<file path="src/pkg/lmt_pkg.sv">
/*
  Constants, mode codes and state type for the limit timer mode control.
  Assumes one 40 MHz clock and inputs synchronous to it.
*/
// What this block does
// - A five-bit mode field picks the family (bits 4:3) and variant (2:0).
// - In debug mode every external trigger and reset event is ignored.
// - One-shot codes 001/010/011 start on enable then a rise/fall/any edge.
// - One-shot 01100 starts and resets on rises, 01101 on falls.
// - One-shot 01110 starts on a rise, resets on low; 01111 the inverse.
// - One-shot: the clock after a period match clears enable, count at zero.
// - Monostable 10001-10011 start on edges and stop at zero keeping enable.
// - Level one-shot 10110/10111 run on a level, reset on the other level.
// - Software gate 00000 counts while enable is set and holds otherwise.
// - In gate modes a period match reloads zero on the next clock.
// - Hardware gate 00001 counts on input high, 00010 on input low.
// - Gating pauses lengthen the PWM period and a high PWM phase.
// - Zero prescale and postscale selections mean a one-to-one ratio.
// - Enable and external input pass a two-clock synchronizer.
// - In gate modes each period match steps the postscaler; every select+1 matches emit one pulse.
package lmt_pkg;
  localparam int MODE_W = 5;
  localparam logic [1:0] FAM_FREE = 2'h0;
  localparam logic [1:0] FAM_ONESHOT = 2'h1;
  localparam logic [1:0] FAM_MONO = 2'h2;
  localparam logic [2:0] V_SW = 3'h0;
  localparam logic [2:0] V_RISE = 3'h1;
  localparam logic [2:0] V_FALL = 3'h2;
  localparam logic [2:0] V_ANY = 3'h3;
  localparam logic [2:0] V_RR = 3'h4;
  localparam logic [2:0] V_FF = 3'h5;
  localparam logic [2:0] V_RLOW = 3'h6;
  localparam logic [2:0] V_FHIGH = 3'h7;
  localparam logic [7:0] PERIOD_RESET = 8'hFF;
  localparam logic [7:0] COUNT_ZERO = 8'h00;
  localparam int SYNC_STAGES = 2;
  typedef enum logic [1:0] {
    LMT_IDLE = 2'h0,
    LMT_ARMED = 2'h1,
    LMT_RUN = 2'h3,
    LMT_DONE = 2'h2
  } lmt_state_e;
endpackage : lmt_pkg

</file>
<file path="src/design/lmt_timer.sv">
/*
  Mode control and counter of an 8-bit period timer with limit function.
  Assumes a single clock, synchronous reset, and that software writes
  the enable bit through en_set/en_clr pulses and reads enable_bit.
*/
`timescale 1ns/100ps
module lmt_timer
  import lmt_pkg::*;
#(
  parameter int WIDTH = 8
) (
  // Clock and reset
  input wire logic mclk,
  input wire logic reset,
  // Control
  input wire logic [MODE_W-1:0] mode,
  input wire logic en_set,
  input wire logic en_clr,
  input wire logic debug_mode,
  input wire logic [WIDTH-1:0] period_value,
  input wire logic [3:0] prescale_select,
  input wire logic [3:0] postscale_select,
  // Trigger source
  input wire logic external_reset_input,
  // Status and outputs
  output logic enable_bit,
  output logic [WIDTH-1:0] count_value,
  output logic running,
  output logic postscaled_pulse_out
);
  generate
    if (WIDTH < 2 || WIDTH > 16) begin : g_chk
      $error("lmt_timer: WIDTH out of range");
    end
  endgenerate

  logic [SYNC_STAGES-1:0] ers_sync;
  logic [SYNC_STAGES-1:0] en_sync;
  logic ers_prev;
  logic [3:0] pre_cnt;
  logic [3:0] post_cnt;
  lmt_state_e state;
  logic [WIDTH-1:0] next_count;
  logic next_enable;
  logic [3:0] next_pre;
  logic [3:0] next_post;
  logic next_pulse;
  lmt_state_e next_state;
  logic ers;
  logic en_s;
  logic rise;
  logic fall;
  logic tick;
  logic match;

  // Second stage only feeds the logic, never the first
  always_ff @(posedge mclk) begin
    if (reset) begin
      ers_sync <= '0;
      en_sync <= '0;
      ers_prev <= 1'b0;
    end else begin
      ers_sync <= {ers_sync[0], external_reset_input};
      en_sync <= {en_sync[0], enable_bit};
      ers_prev <= ers_sync[SYNC_STAGES-1];
    end
  end

  wire [1:0] fam = mode[4:3];
  wire [2:0] var_c = mode[2:0];

  always_comb begin
    ers = ers_sync[SYNC_STAGES-1];
    en_s = en_sync[SYNC_STAGES-1];
    rise = ers & ~ers_prev;
    fall = ~ers & ers_prev;
    // Zero selects 1:1; otherwise tick every select+1 clocks
    tick = (pre_cnt == prescale_select);
    match = (count_value == period_value);
  end

  logic edge_start;
  logic hw_reset;
  logic gate_ok;
  always_comb begin
    edge_start = 1'b0;
    hw_reset = 1'b0;
    gate_ok = 1'b1;
    unique case (var_c)
      V_RISE: edge_start = rise;
      V_FALL: edge_start = fall;
      V_ANY: edge_start = rise | fall;
      V_RR: begin
        edge_start = rise;
        hw_reset = rise;
      end
      V_FF: begin
        edge_start = fall;
        hw_reset = fall;
      end
      V_RLOW: begin
        edge_start = (fam == FAM_MONO) ? ers : rise;
        hw_reset = ~ers;
      end
      V_FHIGH: begin
        edge_start = (fam == FAM_MONO) ? ~ers : fall;
        hw_reset = ers;
      end
      default: edge_start = 1'b0;
    endcase
    // Debug hides every trigger and reset event of the reset source; the hardware gate level still passes
    if (debug_mode) begin
      edge_start = 1'b0;
      hw_reset = 1'b0;
    end
    if (fam == FAM_FREE) begin
      if (var_c == V_RISE) gate_ok = ers;
      if (var_c == V_FALL) gate_ok = ~ers;
    end
  end

  wire valid_mode = (fam == FAM_FREE && (var_c <= V_FALL))
    || fam == FAM_ONESHOT
    || (fam == FAM_MONO && (var_c inside {V_RISE, V_FALL, V_ANY,
                                           V_RLOW, V_FHIGH}));
  wire is_gate = (fam == FAM_FREE) && valid_mode;
  wire clears_en = (fam == FAM_ONESHOT) ||
    (fam == FAM_MONO && var_c >= V_RLOW);

  always_comb begin
    next_count = count_value;
    next_state = state;
    next_enable = enable_bit;
    next_pre = pre_cnt;
    next_post = post_cnt;
    next_pulse = 1'b0;
    if (en_set) next_enable = 1'b1;
    if (en_clr) next_enable = 1'b0;
    if (!valid_mode) begin
      next_state = LMT_IDLE;
    end else if (is_gate) begin
      // Gate pauses hold the count, stretching any PWM phase
      if (en_s && gate_ok && tick) begin
        next_pre = '0;
        next_count = match ? WIDTH'(COUNT_ZERO) : count_value + 1'b1;
        if (match) begin
          if (post_cnt == postscale_select) begin
            next_pulse = 1'b1;
            next_post = '0;
          end else begin
            next_post = post_cnt + 1'b1;
          end
        end
      end else if (en_s && gate_ok) begin
        next_pre = pre_cnt + 1'b1;
      end
    end else begin
      unique case (state)
        LMT_IDLE: begin
          // The synchronized enable lags a hardware clear by two clocks
          if (en_s && enable_bit) begin
            next_state = (var_c == V_SW) ? LMT_RUN : LMT_ARMED;
          end
        end
        LMT_ARMED: begin
          if (!en_s) next_state = LMT_IDLE;
          else if (edge_start) next_state = LMT_RUN;
        end
        LMT_RUN: begin
          if (!en_s) begin
            next_state = LMT_IDLE;
          end else if (hw_reset && !(var_c == V_RR || var_c == V_FF)) begin
            next_count = WIDTH'(COUNT_ZERO);
            next_pre = '0;
            next_post = '0;
          end else if (hw_reset) begin
            next_count = WIDTH'(COUNT_ZERO);
            next_pre = '0;
            next_post = '0;
          end else if (tick) begin
            next_pre = '0;
            if (match) begin
              next_count = WIDTH'(COUNT_ZERO);
              next_pulse = (postscale_select == post_cnt);
              next_post = '0;
              next_state = LMT_DONE;
              if (clears_en && !en_set) next_enable = 1'b0;
            end else begin
              next_count = count_value + 1'b1;
            end
          end else begin
            next_pre = pre_cnt + 1'b1;
          end
        end
        LMT_DONE: begin
          if (!en_s || !enable_bit) next_state = LMT_IDLE;
          else if (fam == FAM_MONO && edge_start && var_c < V_RLOW)
            next_state = LMT_RUN;
        end
        default: next_state = LMT_IDLE;
      endcase
    end
  end

  always_ff @(posedge mclk) begin
    if (reset) begin
      count_value <= WIDTH'(COUNT_ZERO);
      state <= LMT_IDLE;
      enable_bit <= 1'b0;
      pre_cnt <= '0;
      post_cnt <= '0;
      postscaled_pulse_out <= 1'b0;
    end else begin
      count_value <= next_count;
      state <= next_state;
      enable_bit <= next_enable;
      pre_cnt <= next_pre;
      post_cnt <= next_post;
      postscaled_pulse_out <= next_pulse;
    end
  end

  assign running = (state == LMT_RUN) || (is_gate && en_s && gate_ok);

  one_shot_clear_a: assert property (@(posedge mclk) disable iff (reset)
    (state == LMT_RUN && fam == FAM_ONESHOT && en_s && !hw_reset && tick
     && match && !en_set && !en_clr && valid_mode)
    |=> (!enable_bit && count_value == COUNT_ZERO))
    else $error("one-shot did not stop at zero with enable cleared");
  mono_keep_en_a: assert property (@(posedge mclk) disable iff (reset)
    (state == LMT_RUN && fam == FAM_MONO && var_c <= V_ANY && en_s && tick
     && match && enable_bit && !en_clr && valid_mode)
    |=> (enable_bit && count_value == COUNT_ZERO))
    else $error("monostable lost enable at period match");
  sw_gate_hold_a: assert property (@(posedge mclk) disable iff (reset)
    (mode == 5'h00 && !en_s) |=> $stable(count_value))
    else $error("software gate counted while disabled");
  gate_wrap_a: assert property (@(posedge mclk) disable iff (reset)
    (is_gate && en_s && gate_ok && tick && match)
    |=> count_value == COUNT_ZERO)
    else $error("gate mode did not reload zero after match");
  hw_gate_a: assert property (@(posedge mclk) disable iff (reset)
    (mode == 5'h01 && !ers) |=> $stable(count_value))
    else $error("hardware gate counted with input low");
  sync_delay_a: assert property (@(posedge mclk) disable iff (reset)
    $rose(external_reset_input) && !debug_mode ##1 !debug_mode
    |-> ##1 ers_sync[SYNC_STAGES-1])
    else $error("external input not seen two clocks later");
  debug_freeze_a: assert property (@(posedge mclk) disable iff (reset)
    (debug_mode && state == LMT_ARMED) |=> state != LMT_RUN)
    else $error("timer started by a trigger in debug mode");
  post_pulse_a: assert property (@(posedge mclk) disable iff (reset)
    postscaled_pulse_out |-> $past(match) && $past(tick))
    else $error("postscaled pulse without period match");
endmodule : lmt_timer

</file>
<file path="config.mk">
export PLATFORM = sky130hd
export DESIGN_NAME = lmt_timer
export DESIGN_NICKNAME = d
export VERILOG_FILES = /design/src/pkg/lmt_pkg.sv /design/src/design/lmt_timer.sv
export SDC_FILE = /design/constraint.sdc
export NUM_CORES = 1
export LEC_CHECK = 0
export BUFFER_PORTS_ARGS = -buffer_cell sky130_fd_sc_hd__buf_2
export CAP_MARGIN = 15
export CORE_ASPECT_RATIO = 0.9
export CORE_UTILIZATION = 43
export CTS_CLUSTER_SIZE = 20
export DETAILED_ROUTE_END_ITERATION = 16
export HOLD_SLACK_MARGIN = 0.06
export PLACE_DENSITY = 0.76
export SYNTH_ARGS = -nofsm -noshare
export SYNTH_HDL_FRONTEND = slang
export SYNTH_SLANG_ARGS = --single-unit
</file>
<file path="constraint.sdc">
create_clock -name mclk -period 2.85 [get_ports mclk]
set_input_delay 0.285 -clock mclk [delete_from_list [all_inputs] [get_ports mclk]]
set_output_delay 0.285 -clock mclk [all_outputs]
set_load 0.02 [all_outputs]
</file>
; Word level (Yosys, flattened, before mapping)
; Index checks and enable logic that the tools add are counted.
[word_totals]
regBits = 25
inputBits = 27
out_inout_bits = 11
wordCells = 154
[op_classes]
add_sub_neg = 3
magnitude_cmp = 3
eq_ne = 27
n_mux = 68
n_bitwise = 7
n_reduce_logical = 37
[op_table]
columns = cell, count
row1 = 4-bit 2-to-1 mux, 18
row2 = 8-bit 2-to-1 mux, 8
row3 = 1-bit 2-to-1 mux, 28
row4 = 2-bit 2-to-1 mux, 11
row5 = 3-bit inequality test (second input constant), 6
row6 = 1-bit logical AND, 13
row7 = 3-bit equality test (second input constant), 4
row8 = 4-bit equality test, 3
row9 = 4-bit by 1-bit adder with 4-bit output (second input constant), 2
row10 = 8-bit by 1-bit adder with 8-bit output (second input constant), 1
row11 = 8-bit equality test, 1
row12 = 2-bit one-hot mux with 4 select lines, 1
row13 = 8-bit AND reduction, 1
row14 = 7-bit AND reduction, 1
row15 = 2-bit equality test (second input constant), 3
row16 = 3-bit by 2-bit equality test with 1-bit output (second input constant), 2
row17 = 1-bit logical OR, 6
row18 = 2-bit OR reduction, 3
row19 = 1-bit one-hot mux with 5 select lines, 1
row20 = 5-bit AND reduction, 1
row21 = 5-bit nonzero test, 1
row22 = 2-bit by 1-bit equality test with 1-bit output (second input constant), 2
row23 = 1-bit logical NOT, 4
row24 = 2-bit logical NOT, 2
row25 = 16 further kinds, 22

; Logic depth before layout (Yosys ltp)
[depth]
depth_word = 13
mapped_depth = 9
mapped_depth_nobuf = 8

; Worst setup path before layout
; OpenSTA, ideal clock, no wires.
[synth_path]
path_type = flip-flop to flip-flop
start = register ers_sync[1]
end = register count_value[4]
setup_ns = 0.091
arrival_ns = 1.924
required_ns = 2.759
path_slack_ns = 0.835
stages_incl_launch_ff = 10
n_path_buf = 1
period_less_slack_ns = 2.015
path_cell_list = dfxtp_1 -> inv_1 -> ha_1 -> mux2i_1 -> mux2i_2 -> a22oi_4 -> and3_1 -> buf_4 -> a41oi_1 -> a311oi_1
[synth_between]
elab_chain_len = 9
word_cells_on_any_way = 19
classes_between = 1 x eq/ne / 10 x mux / 3 x bitwise / 5 x reduce/logical
[synth_rtl]
columns = item, line_no
row1 = start: declaration, lmt_timer.sv:37  ; logic [SYNC_STAGES-1:0] ers_sync;
row2 = start signal: assignment, lmt_timer.sv:63  ; ers_sync <= {ers_sync[0], external_reset_input};
row3 = 1-bit NOT, "lmt_timer.sv:76, lmt_timer.sv:103, lmt_timer.sv:118"
row4 = 1-bit bitwise AND, lmt_timer.sv:76  ; fall = ~ers & ers_prev;
row5 = 1-bit one-hot mux with 4 select lines, lmt_timer.sv:89  ; unique case (var_c)
row6 = 1-bit 2-to-1 mux, lmt_timer.sv:112  ; if (debug_mode) begin
row7 = 8-bit 2-to-1 mux / 1-bit logical AND (equally long branches), "lmt_timer.sv:176, lmt_timer.sv:172"
row8 = 8-bit 2-to-1 mux, lmt_timer.sv:172  ; end else if (hw_reset && !(var_c == V_RR || var_c == V_FF)) begin
row9 = 8-bit 2-to-1 mux, lmt_timer.sv:170  ; if (!en_s) begin
row10 = 8-bit 2-to-1 mux, lmt_timer.sv:158  ; unique case (state)
row11 = 8-bit 2-to-1 mux, lmt_timer.sv:141  ; end else if (is_gate) begin
row12 = end signal: assignment, lmt_timer.sv:207  ; count_value <= WIDTH'(COUNT_ZERO);
row13 = end signal: assignment, lmt_timer.sv:214  ; count_value <= next_count;
row14 = end: declaration, lmt_timer.sv:27  ; output logic [WIDTH-1:0] count_value,
; Several ways; a longest one is shown, not always the timed one. The select of a mux whose other input is x is not followed.
; A chain may end at the register's enable or synchronous reset.

; Worst setup path in the final report
[layout_path]
start = register ers_sync[1]
end = register count_value[7]
; Same word-level chain as after synthesis.

==> flow_metrics.py <==
metrics = {
    "critical_path": {
        "critical_path.startpoint_type": "register",
        "crit-reg2reg-capture": "count_value[7]",
        "cp_slowest_stage_delay_ps": 440,
        "r2r_slack_ps": 450,
        "cp.buffers_inverters": 1,
        "path_class": "reg2reg",
        "cp_max_fo": 9,
        "worst_ep_arrival_time_ps": 2590,
        "critical-path-top-delay-family": "compound AO/OA/AOI/OAI gates",
        "worst-endpoint-required_ps": 3030,
        "timing.critical_path.depth": 8,
        "worst_case_reg_to_reg_path_depth": 8,
        "slowest_stage": "sky130_fd_sc_hd__dfxtp_1",
        "nature_of_the_critical_path_endpoint": "register",
        "critical_path_cell_sequence": "inv_1 -> ha_1 -> mux2i_1 -> mux2i_2 -> a22oi_4 -> and3_1 -> a41oi_1 -> a311oi_1",
        "critical_path.reg2reg.startpoint": "ers_sync[1]",
    },
    "floorplanning": {
        "initial_core_util": 0.4560,
        "fp.dieW_um": 68.77,
        "die_h_um": 62.10,
        "floorplan.rows": 21,
        "die_outline_area_um2": 4270,
        "core_um2": 3784,
        "io_pins": 38,
    },
    "global_routing": {
        "grt_pass1_wl_um": 5899,
        "groute.usage.overall": 0.1868,
        "antenna_found_initial": 0,
        "overflow": 0,
        "grt_max_degree": 22,
        "grt_pass1_vias": 1325,
    },
    "sta": {
        "min_period_over_period": 0.8435,
        "timing.setup.tns_ps": 0,
        "finalMaxSlewViolations": 0,
        "grt_setup_unrepaired": "no",
        "tightestPinTransition_ps": 566.0,
        "final_hold_viol_count": 0,
        "setup_viol": 0,
        "timing.max_slew.rel_slack": 0.6192,
        "timing.fmax_mhz": 416.0,
        "fin_crit_ps": 2404,
        "clock-skew-final_ps": 3.135,
    },
    "logic_synthesis": {
        "netlist.area_leader.share": 0.2901,
        "syn_inst": 194,
        "synthArstFlopShare": 0,
        "synthTopCellsByArea": "sky130_fd_sc_hd__dfxtp_1 29%, sky130_fd_sc_hd__xor2_1 8.1%, sky130_fd_sc_hd__mux2i_1 4.1%",
        "synth_top_family_by_area": "simple AND/OR/NAND/NOR gates",
        "synthesis.yosys.warnings": 0,
        "synth_enable_flop_cells": 0,
        "yosysUniqueCellTypes": 55,
        "post_synthesis_adder_cell_area_fraction": 0.03626,
        "netlist_area_um2": 1725,
        "yosysSeqAreaShare": 0.2901,
        "synth-seq-cells": 25,
        "synthFlopType": "sky130_fd_sc_hd__dfxtp_1",
        "synth_fp_nets": 226,
        "synthesis.area_per_instance_um2": 8.894,
        "mux_cell_area_share_after_synthesis": 0.05511,
        "synth-compound-area-share": 0.2139,
        "post_synth_xor_area_fraction": 0.1066,
        "synth.largest_area_cell": "sky130_fd_sc_hd__dfxtp_1",
        "synth_simple_gate_area_frac": 0.2524,
    },
    "hold_path": {
        "min_to": "enable_bit",
        "min_from": "en_clr",
        "min-delay-path-class": "in2reg",
        "min_delay_path_depth": 2,
    },
    "placed_design": {
        "hpwlAfterDp_um": 2654,
        "place_congestion": 0.7615,
        "port_buffers": 37,
        "place_inst": 268,
    },
    "layout": {
        "total_area_of_multi_input_combinational_cells_um2": 1146,
        "register_area_um2": 500.5,
        "fin_nets": 259,
        "antenna_cells_inserted": 0,
        "final_layout_size_suffix_gt1_frac": 0.2389,
        "fin_cells": 272,
        "area_growth_syn_to_layout_pct": 13.42,
        "layout.filler_cells": 375,
    },
    "routing": {
        "drt.antenna.violating_nets": 0,
        "drtPass1Iterations": 4,
        "drt-initial-drc-count": 66,
        "route.detailed.drc": 0,
        "totalWireLength_um": 3634,
        "avgViaCountPerCell": 5.596,
        "route.detailed.wl_per_inst_um": 13.36,
        "routed-via-count": 1522,
    },
    "cts": {
        "buffers_from_clock_root_to_sink_at_most": 2,
        "clock_buffers_created_by_tritoncts": 3,
        "cts_resized": 0,
        "clock_latency_ps": 280,
        "clock-sinks": 25,
        "number_of_hold_buffers_added_after_cts": 0,
        "cts.htree.levels": 1,
        "cts.reportedPaths.clkPinSlew_ps": 90,
        "tritoncts": "yes",
        "post_cts_setup_buffers": 0,
        "ctsRootBufferMaster": "sky130_fd_sc_hd__clkbuf_8",
    },
    "power": {
        "total_leakage_power_nw": 0.8278,
        "ir_drop_mv": 0.1581,
        "power-per-cell-area_nw_per_um2": 342.4,
    },
    "flow_run": {
        "drv.max_cap_violation_count": 0,
    },
    "outcome": {
        "status": "finished, final reports clean",
    },
}
[where the power goes]
group / internal (mW) / total [mW] / switching [mW] / leakage (nW)
Combinational: 0.0398 / 0.0918 / 0.0520 / 0.604
Clock: 0.0994 / 0.222 / 0.123 / 0.0217
Sequential: 0.352 / 0.356 / 0.00378 / 0.202
Total: 0.491 / 0.670 / 0.179 / 0.828
[routing by layer]
layer / track usage / vias to the layer above / wire, um
li1: - / 777 / -
met1: 0.2467 / 709 / 1756
met2: 0.3109 / 32 / 1692
met3: 0.03285 / 4 / 140
met4: 0.06122 / 0 / 45
met5: 0 / - / 0
[Yosys cell counts (all sizes together), types with 2 or more instances]
master  number
ha           5
o21ai        4
or4          2
inv          5
a211oi       2
nand3        7
a31oi        4
nand4        2
a32o         2
xnor2        5
or2b         3
and3         7
clkbuf       2
nor2b        6
nand2b       4
nand2       13
a41oi        3
dfxtp       25
a21oi       14
and2b        2
xor2        16
mux2i        8
buf          7
nor4         3
nor4b        3
nor3         5
nor2        16
a311oi       6
[final cells by class]
| cell class | count | share of cell area |
|---|---|---|
| Tap cell | 46 | 0.02941 |
| Clock buffer | 3 | 0.02110 |
| Inverter | 5 | 0.009591 |
| Sequential cell | 25 | 0.2558 |
| Timing Repair Buffer | 37 | 0.09463 |
| Clock inverter | 1 | 0.003836 |
| Multi-Input combinational cell | 155 | 0.5857 |
[how the worst max path moves through the flow]
stage | from | to
5_1_grt | ers_sync[1] | count_value[7]
4_1_cts | ers_sync[1] | count_value[7]
6_report | ers_sync[1] | count_value[7]
2_1_floorplan | ers_sync[1] | count_value[4]
3_3_place_gp | ers_sync[1] | count_value[4]
3_5_place_dp | ers_sync[1] | count_value[7]
[layout by cell type (no fill, tap or decap), types with 2 or more instances in the layout]
master,instances
sky130_fd_sc_hd__a21oi_1,13
sky130_fd_sc_hd__nor3_1,5
sky130_fd_sc_hd__xor2_1,16
sky130_fd_sc_hd__o21ai_1,2
sky130_fd_sc_hd__nand3_1,6
sky130_fd_sc_hd__a31oi_1,4
sky130_fd_sc_hd__xnor2_1,5
sky130_fd_sc_hd__inv_1,5
sky130_fd_sc_hd__and3_1,7
sky130_fd_sc_hd__ha_1,5
sky130_fd_sc_hd__and2b_1,2
sky130_fd_sc_hd__nor2_1,15
sky130_fd_sc_hd__nand2_1,13
sky130_fd_sc_hd__buf_2,37
sky130_fd_sc_hd__a311oi_1,6
sky130_fd_sc_hd__nor2b_1,6
sky130_fd_sc_hd__clkbuf_8,3
sky130_fd_sc_hd__nor4b_1,2
sky130_fd_sc_hd__a41oi_1,3
sky130_fd_sc_hd__mux2i_1,7
sky130_fd_sc_hd__or4_1,2
sky130_fd_sc_hd__a32o_1,2
sky130_fd_sc_hd__or2b_1,3
sky130_fd_sc_hd__nand2b_1,4
sky130_fd_sc_hd__nand4_1,2
sky130_fd_sc_hd__dfxtp_1,25
[flip-flops by register name, summed over array words and instances, names as in the netlist]
| signal | count |
|---|---|
| ers_prev | 1 |
| post_cnt | 4 |
| en_sync | 2 |
| pre_cnt | 4 |
| enable_bit | 1 |
| postscaled_pulse_out | 1 |
| state | 2 |
| ers_sync | 2 |
| count_value | 8 |
[logic make-up after synthesis]
kind of cell	Yosys count
AOI/OAI and AO/OA	45
xor gates and xnor gates	21
and+or+nand+nor	75
buffers and inverters	14
adders and majority gates	5
DFF	25
muxes	9
[stage by stage]
| step | hold slack (ps) | area (um^2) | total power [mW] | util | worst slack [ps] |
|---|---|---|---|---|---|
| 2_1_floorplan | 361.8 | 1725 | 0.4244 | - | 835.1 |
| 3_3_place_gp | 420.8 | 1908 | 0.4546 | 0.5043 | 603.8 |
| 3_5_place_dp | 424.2 | 1908 | 0.4561 | 0.5043 | 495.0 |
| 4_1_cts | 152.4 | 1957 | 0.6757 | 0.5172 | 481.7 |
| 5_1_grt | 145.1 | 1957 | 0.6949 | 0.5172 | 341.9 |
| 6_report | 155.5 | 1957 | 0.6700 | 0.5172 | 445.9 |
Power figures use the tool's default switching activity.
